**src/dpp_pkg.sv**
```systemverilog
// package: shared constants and carrier types for downstream port power
package dpp_pkg;
  // default port count and filter counter width
  localparam int NUM_PORTS = 4;
  localparam int FILT_W = 8;
  // default over-current filter time in ns, and its cycle count at 10 MHz
  localparam int CLK_PERIOD_NS = 100;
  localparam int OC_FILT_NS = 10000;
  localparam logic [7:0] OC_FILT_CYC_DEF =
    8'((OC_FILT_NS + CLK_PERIOD_NS - 1) / CLK_PERIOD_NS);
  // reset values
  localparam logic RST_SPLIT = 1'b0;
  localparam logic RST_OC = 1'b0;

  // per-pin driver control: pull-up enable, output enable (low drives)
  typedef struct packed {
    logic pullUpEn;
    logic outEnB;
    logic outVal;
  } dpp_pin_t;

  // per-port configuration
  typedef struct packed {
    logic pinFuncSel;
    logic separatedPortOption;
    logic chargeSupplyPresent;
  } dpp_cfg_t;
endpackage

```
**src/dpp_oc_filter.sv**
```systemverilog
// over-current filter: a low must persist for a set number of cycles
`timescale 1ns/10ps
module dpp_oc_filter #(
  parameter int FILT_W = dpp_pkg::FILT_W
) (
  input wire logic clk_sys,
  input wire logic rst_b,
  input wire logic powerOn,
  input wire logic senseLow,
  input wire logic [FILT_W-1:0] filtLen,
  output logic ocFlag
);
  logic [FILT_W-1:0] cnt_q, cnt_d;
  logic oc_q, oc_d;

  // count consecutive lows while powered; ramp glitches restart the count
  always_comb begin
    cnt_d = cnt_q;
    oc_d = oc_q;
    if (!powerOn || !senseLow) begin
      // a stale level here would re-raise the flag after re-enable
      cnt_d = '0;
      oc_d = 1'b0;
    end else begin
      if (cnt_q < filtLen) begin
        cnt_d = cnt_q + FILT_W'(1);
      end
      if (cnt_q + FILT_W'(1) >= filtLen) begin
        oc_d = 1'b1;
      end
    end
  end

  // filtered level only; the top module keeps the sticky copy
  always_ff @(posedge clk_sys) begin
    if (!rst_b) begin
      cnt_q <= '0;
      oc_q <= dpp_pkg::RST_OC;
    end else begin
      cnt_q <= cnt_d;
      oc_q <= oc_d;
    end
  end

  assign ocFlag = oc_q;
endmodule // dpp_oc_filter

```
**src/dpp_pin_drv.sv**
```systemverilog
// one open-drain power/sense pin: drive low for off, pull-up for on
`timescale 1ns/10ps
module dpp_pin_drv (
  input wire logic clk_sys,
  input wire logic rst_b,
  input wire logic enable,
  input wire logic powerOn,
  input wire logic pinIn,
  output dpp_pkg::dpp_pin_t pinCtl,
  output logic senseLow
);
  dpp_pkg::dpp_pin_t ctl_q, ctl_d;
  logic low_q, low_d;

  // disabled pins float with no pull-up and report nothing
  always_comb begin
    ctl_d = '{pullUpEn: 1'b0, outEnB: 1'b1, outVal: 1'b0};
    low_d = 1'b0;
    if (enable && !powerOn) begin
      ctl_d.outEnB = 1'b0;
      ctl_d.pullUpEn = 1'b0;
    end else if (enable) begin
      ctl_d.pullUpEn = 1'b1;
      low_d = !pinIn;
    end
  end

  always_ff @(posedge clk_sys) begin
    if (!rst_b) begin
      ctl_q <= '{pullUpEn: 1'b0, outEnB: 1'b1, outVal: 1'b0};
      low_q <= 1'b0;
    end else begin
      ctl_q <= ctl_d;
      low_q <= low_d;
    end
  end

  assign pinCtl = ctl_q;
  assign senseLow = low_q;
endmodule // dpp_pin_drv

```
**src/dpp_port_power.sv**
```systemverilog
// top: downstream port power enable and over-current sensing
`timescale 1ns/10ps
// Operation
// - combined mode: one pin per port for power enable and sense
// - power off drives the shared pin low
// - pull-up is off while the pin is driven low
// - power on releases the driver and enables the pull-up
// - a low on the pin, via hysteresis input, means over-current
// - transient lows are filtered out, e.g. during supply ramp
// - poly fuse setups use the same drive; a powered low is over-current
// - separation is per port from configuration
// - after reset every port is non-separated
// - non-separated: one pin serves both 2.0 and 3.2 portions
// - separated: primary pin for 2.0, dedicated pin for 3.2
// - per-port charging supply indication on the control pin
// - pins act only when pin-assignment configuration selects them
module dpp_port_power #(
  parameter int NUM_PORTS = dpp_pkg::NUM_PORTS,
  parameter int FILT_W = dpp_pkg::FILT_W
) (
  input wire logic clk_sys,
  input wire logic rst_b,
  input wire dpp_pkg::dpp_cfg_t [NUM_PORTS-1:0] portCfg,
  input wire logic cfgLoad,
  input wire logic [NUM_PORTS-1:0] hsPowerReq,
  input wire logic [NUM_PORTS-1:0] ssPowerReq,
  input wire logic [FILT_W-1:0] ocFiltLen,
  input wire logic [NUM_PORTS-1:0] portPinIn,
  input wire logic [NUM_PORTS-1:0] ssPinIn,
  output dpp_pkg::dpp_pin_t [NUM_PORTS-1:0] portPinCtl,
  output dpp_pkg::dpp_pin_t [NUM_PORTS-1:0] ssPinCtl,
  output logic [NUM_PORTS-1:0] hsOverCurrent,
  output logic [NUM_PORTS-1:0] ssOverCurrent,
  output logic [NUM_PORTS-1:0] chargeIndicate,
  output logic [NUM_PORTS-1:0] separatedActive
);
  // latched configuration; split and function select taken on cfgLoad
  logic [NUM_PORTS-1:0] split_q, split_d;
  logic [NUM_PORTS-1:0] funcSel_q, funcSel_d;
  logic [NUM_PORTS-1:0] chg_q, chg_d;
  logic [NUM_PORTS-1:0] chgInd_q, chgInd_d;
  logic [NUM_PORTS-1:0] hsOn_q, hsOn_d;
  logic [NUM_PORTS-1:0] ssOn_q, ssOn_d;
  logic [NUM_PORTS-1:0] hsOc_q, hsOc_d;
  logic [NUM_PORTS-1:0] ssOc_q, ssOc_d;
  logic [NUM_PORTS-1:0] primOn, dedOn, primLow, dedLow;
  logic [NUM_PORTS-1:0] primFlag, dedFlag, primEn, dedEn;
  logic [FILT_W-1:0] filtLen;

  // a zero length would mean no filtering at all; fall back to default
  assign filtLen = (ocFiltLen == '0) ?
    FILT_W'(dpp_pkg::OC_FILT_CYC_DEF) : ocFiltLen;

  // configuration register group
  always_comb begin
    split_d = split_q;
    funcSel_d = funcSel_q;
    chg_d = chg_q;
    for (int i = 0; i < NUM_PORTS; i++) begin
      if (cfgLoad) begin
        split_d[i] = portCfg[i].separatedPortOption;
        funcSel_d[i] = portCfg[i].pinFuncSel;
        chg_d[i] = portCfg[i].chargeSupplyPresent;
      end
    end
    // registered so the indication leaves straight from a flop
    chgInd_d = chg_d & funcSel_d;
  end

  always_ff @(posedge clk_sys) begin
    if (!rst_b) begin
      split_q <= {NUM_PORTS{dpp_pkg::RST_SPLIT}};
      funcSel_q <= '0;
      chg_q <= '0;
      chgInd_q <= '0;
    end else begin
      split_q <= split_d;
      funcSel_q <= funcSel_d;
      chg_q <= chg_d;
      chgInd_q <= chgInd_d;
    end
  end

  // power routing: which pin carries which portion's power
  always_comb begin
    for (int i = 0; i < NUM_PORTS; i++) begin
      if (split_q[i]) begin
        primOn[i] = hsPowerReq[i];
        dedOn[i] = ssPowerReq[i];
      end else begin
        // either portion asking powers the shared supply
        primOn[i] = hsPowerReq[i] | ssPowerReq[i];
        dedOn[i] = 1'b0;
      end
      primEn[i] = funcSel_q[i];
      dedEn[i] = funcSel_q[i] & split_q[i];
    end
  end

  // pin drivers and filters, one pair of pins per port
  for (genvar g = 0; g < NUM_PORTS; g++) begin : gPort
    dpp_pin_drv uPrimPin (
      .clk_sys(clk_sys),
      .rst_b(rst_b),
      .enable(primEn[g]),
      .powerOn(primOn[g]),
      .pinIn(portPinIn[g]),
      .pinCtl(portPinCtl[g]),
      .senseLow(primLow[g])
    );
    dpp_pin_drv uDedPin (
      .clk_sys(clk_sys),
      .rst_b(rst_b),
      .enable(dedEn[g]),
      .powerOn(dedOn[g]),
      .pinIn(ssPinIn[g]),
      .pinCtl(ssPinCtl[g]),
      .senseLow(dedLow[g])
    );
    dpp_oc_filter #(.FILT_W(FILT_W)) uPrimFilt (
      .clk_sys(clk_sys),
      .rst_b(rst_b),
      .powerOn(hsOn_q[g] | (ssOn_q[g] & ~split_q[g])),
      .senseLow(primLow[g]),
      .filtLen(filtLen),
      .ocFlag(primFlag[g])
    );
    dpp_oc_filter #(.FILT_W(FILT_W)) uDedFilt (
      .clk_sys(clk_sys),
      .rst_b(rst_b),
      .powerOn(ssOn_q[g] & split_q[g]),
      .senseLow(dedLow[g]),
      .filtLen(filtLen),
      .ocFlag(dedFlag[g])
    );
  end

  // sticky over-current per portion; detection wins over re-enable clear
  always_comb begin
    hsOn_d = hsPowerReq & primEn;
    ssOn_d = ssPowerReq & primEn;
    hsOc_d = hsOc_q;
    ssOc_d = ssOc_q;
    for (int i = 0; i < NUM_PORTS; i++) begin
      if (hsPowerReq[i] && !hsOn_q[i]) begin
        hsOc_d[i] = 1'b0;
      end
      if (ssPowerReq[i] && !ssOn_q[i]) begin
        ssOc_d[i] = 1'b0;
      end
      if (primFlag[i] && hsOn_q[i]) begin
        hsOc_d[i] = 1'b1;
      end
      if (split_q[i] ? dedFlag[i] : primFlag[i]) begin
        if (ssOn_q[i]) begin
          ssOc_d[i] = 1'b1;
        end
      end
    end
  end

  always_ff @(posedge clk_sys) begin
    if (!rst_b) begin
      hsOn_q <= '0;
      ssOn_q <= '0;
      hsOc_q <= '0;
      ssOc_q <= '0;
    end else begin
      hsOn_q <= hsOn_d;
      ssOn_q <= ssOn_d;
      hsOc_q <= hsOc_d;
      ssOc_q <= ssOc_d;
    end
  end

  // status outputs straight from flip-flops
  assign hsOverCurrent = hsOc_q;
  assign ssOverCurrent = ssOc_q;
  assign chargeIndicate = chgInd_q;
  assign separatedActive = split_q;
endmodule // dpp_port_power

```
**config.mk**
```make
export PLATFORM = sky130hd
export DESIGN_NAME = dpp_port_power
export DESIGN_NICKNAME = d
export VERILOG_FILES = /design/src/dpp_pkg.sv /design/src/dpp_oc_filter.sv /design/src/dpp_pin_drv.sv /design/src/dpp_port_power.sv
export SDC_FILE = /design/constraint.sdc
export NUM_CORES = 1
export LEC_CHECK = 0
export BUFFER_PORTS_ARGS = -buffer_cell sky130_fd_sc_hd__buf_4
export CAP_MARGIN = 10
export CORE_MARGIN = 2
export CORE_UTILIZATION = 50
export CTS_CLUSTER_SIZE = 10
export DETAILED_ROUTE_END_ITERATION = 12
export PLACE_DENSITY = 0.79
export SLEW_MARGIN = 20
export SYNTH_ARGS = -nofsm -noshare
export SYNTH_HDL_FRONTEND = slang
export SYNTH_SLANG_ARGS = --single-unit
```
**constraint.sdc**
```tcl
create_clock -name clk_sys -period 3.55 [get_ports clk_sys]
set_input_delay 0.355 -clock clk_sys [delete_from_list [all_inputs] [get_ports clk_sys]]
set_output_delay 0.355 -clock clk_sys [all_outputs]
set_load 0.01 [all_outputs]
```
==> reports/metrics.cfg <==
[die]
row_count=47
die_h_microns=133
core_area_sq_um=16400
die_w_microns=133
initial_core_util_pct=50.5
die_area_sq_um=17600
num_io_pins=79

[sta]
tightest_slew_ns=1.12
slew_headroom_pct=24.7
fmax_mhz=369
hold_violations=0
finalSetupTns_ns=0
whs_ns=0.0861
fin_ws_ns=0.842
finalCritPeriodShare_pct=76.3
clock-skew-final_ns=0.00622
final_max_slew_viol_count=0
grt_setup_unrepaired=false
period_needed_ns=2.71
finalSetupViolCount=0

[synthesis]
synthArstFlopShare_pct=0
ys_seq_area_share_pct=30.9
syn-instance-count=942
yosys_most_used_dff=dfxtp_1
synth_area_per_cell_sq_um=8.80
ys_ff_latch=128
syn_area_sq_um=8290
synthDistinctLibCells=48
ys_warn_count=0
synth_edf_count=0

[grt]
grt_pass1_wl_mm=32.9
grt_pass1_vias=6922
grt_start_max_net_pins=45
grtUsageTotal_pct=23.0
gr-total-overflow=0
antenna_found_initial=0

[power_and_ir_drop]
ir_drop_uv=291
p_leak_uw=0.00408
p_per_area_nw_per_um2=368

[cells_and_area]
fillers=1445
post-route-util_pct=58.6
fin_cells=1243
layout-drive-gt1-share_pct=12.8
syn2layout_area_growth_pct=15.9
nets=1169
antenna_cells=0

[worst_setup_path]
start_kind=primary input
r2r_start=gPort[1].uDedFilt.cnt_q[2]$_SDFFE_PP0N_
critPathRequiredTime_ns=3.85
cp-startpoint=ocFiltLen[4]
cp-endpoint=gPort[2].uDedFilt.cnt_q[7]$_SDFFE_PP0N_
worstPathArrival_ns=3.01
worstReg2RegEnd=gPort[1].uDedFilt.ocFlag$_SDFFE_PP0P_
reg2reg_depth=7
critPathKind=in -> reg
cp-end-kind=flop
crit_fanout=16
r2r_setup_slack_ns=1.21

[cts]
clockBufferDepth=2
holdBufCountCts=0
clkTransAtPathRegs_ns=0.06
cts_buffers=17
htreeDepth=4
root_buffer=clkbuf_16
clock-sinks=128
ctsResizeCount=0
cts_tree=built
clock_latency_ns=0.43
cts_setup_buffers=0

[flow_run]
drv_cap=0

[place]
numPortBuffers=70
dp_slack_ns=0.308
dp_hpwl_mm=14.3
place_congestion=0.877
dp.cells=1211

[routing]
num_vias=7346
final_antenna_net_count=0
drc=0
drt-vias-per-instance=5.91
wire_per_inst_microns=16.0
drt_iter0_markers=445
first_pass_iters=5
wirelength_mm=19.9

[worst_hold_path]
min-delay-path-class=in -> reg
hold_depth=2
worstHoldStart=ssPinIn[3]

[status]
outcome=finished clean

worst min-delay path by stage:
stage	end
2_1_floorplan	gPort[0].uPrimPin.pinCtl[1]$_SDFF_PN1_
3_3_place_gp	gPort[2].uPrimPin.pinCtl[1]$_SDFF_PN1_
3_5_place_dp	gPort[2].uPrimPin.pinCtl[1]$_SDFF_PN1_
4_1_cts	gPort[3].uDedPin.senseLow$_SDFF_PP0_
5_1_grt	gPort[3].uDedPin.senseLow$_SDFF_PP0_
6_report	gPort[3].uDedPin.senseLow$_SDFF_PP0_
layer usage:
metal / up-vias / global-route usage, % / share of wire (%)
met2: 212 / 37.6 / 45
li1: 3700 / - / -
met3: 39 / 5.90 / 6.4
met4: 0 / 8.48 / 2.3
met1: 3395 / 29.2 / 46
met5: - / 0 / 0
registers in the layout, indices dropped and copies added (netlist names), 8 cells and up:
register,count
gPort.uDedPin.pinCtl,8
gPort.uPrimFilt.cnt_q,32
gPort.uPrimPin.pinCtl,8
gPort.uDedFilt.cnt_q,32
layout by cell type, fill, tap and decap left out, drive strengths merged, types with 19 or more instances in the layout:
cell type / n
nand3: 42
a21oi: 89
xnor2: 38
dfxtp: 128
or4: 43
o21ai: 50
inv: 32
nand2: 54
nor2b: 26
ha: 120
o31ai: 42
nor2: 47
clkbuf: 19
buf: 80
cells by family after synthesis:
| group | share of synthesized area [%] |
|---|---|
| AO/OA/AOI/OAI | 22.2 |
| AND/OR/NAND/NOR | 17.8 |
| flip-flops | 30.9 |
| adder cells (fa/ha/maj) | 18.1 |
| buffers and inverters | 3.88 |
| XOR/XNOR | 5.07 |
| multiplexers | 1.99 |
| other | 0.0452 |
per-stage QoR:
step | total power [uW] | cell area [sq um]
after CTS | 3560 | 9610
after floorplan | 1630 | 8320
after global routing | 3650 | 9610
after global placement | 1710 | 8990
final | 3530 | 9610
after detailed placement | 1720 | 8990
cells in the mapped netlist, drive strengths merged (6+ instances only):
cell	number	area share, %
nor3	9	0.54
or2	15	1.1
o2111ai	8	0.84
a31oi	8	0.60
o31ai	42	3.8
nand3	42	2.5
xnor2	38	4.0
nand2	54	2.4
or4	43	4.0
a211oi	10	0.91
o22ai	8	0.60
nor2	47	2.1
o211a	10	1.2
mux2i	12	1.4
a21oi	89	5.4
and4	6	0.63
o211ai	12	1.1
xor2	10	1.1
nor4	13	0.98
dfxtp	128	31
a21boi	12	1.1
clkbuf	23	1.0
o21ai	50	3.0
nor2b	26	2.0
inv	31	1.4
ha	120	18
a41o	6	0.72
o21a	17	1.5
buf	15	1.4
nand4	11	0.83
worst max-delay path: stages:
cell and delay, ns:
buf_4 0.11, or4_4 0.54, nor2_1 0.17, nor2_1 0.06, buf_4 0.21, ha_1 0.31
a21oi_1 0.07, o21ai_0 0.88, or4_1 0.23, a21oi_1 0.06
final cells by class:
type	count	area, sq um	area share (%)
multi-input cells	752	5440	56.6
flip-flops and latches	128	2560	26.7
repair buffers	80	601	6.25
clock buffers	19	433	4.50
well taps	220	275	2.86
clock inverters	13	188	1.95
inverters	31	116	1.21
power by group:
group	switching (uW)	leakage (uW)	internal (uW)
combinational	132	0.00275	95.6
clock	666	0.000294	1180
sequential	13.1	0.00103	1450
No activity file was read; power rests on OpenSTA's default activity.
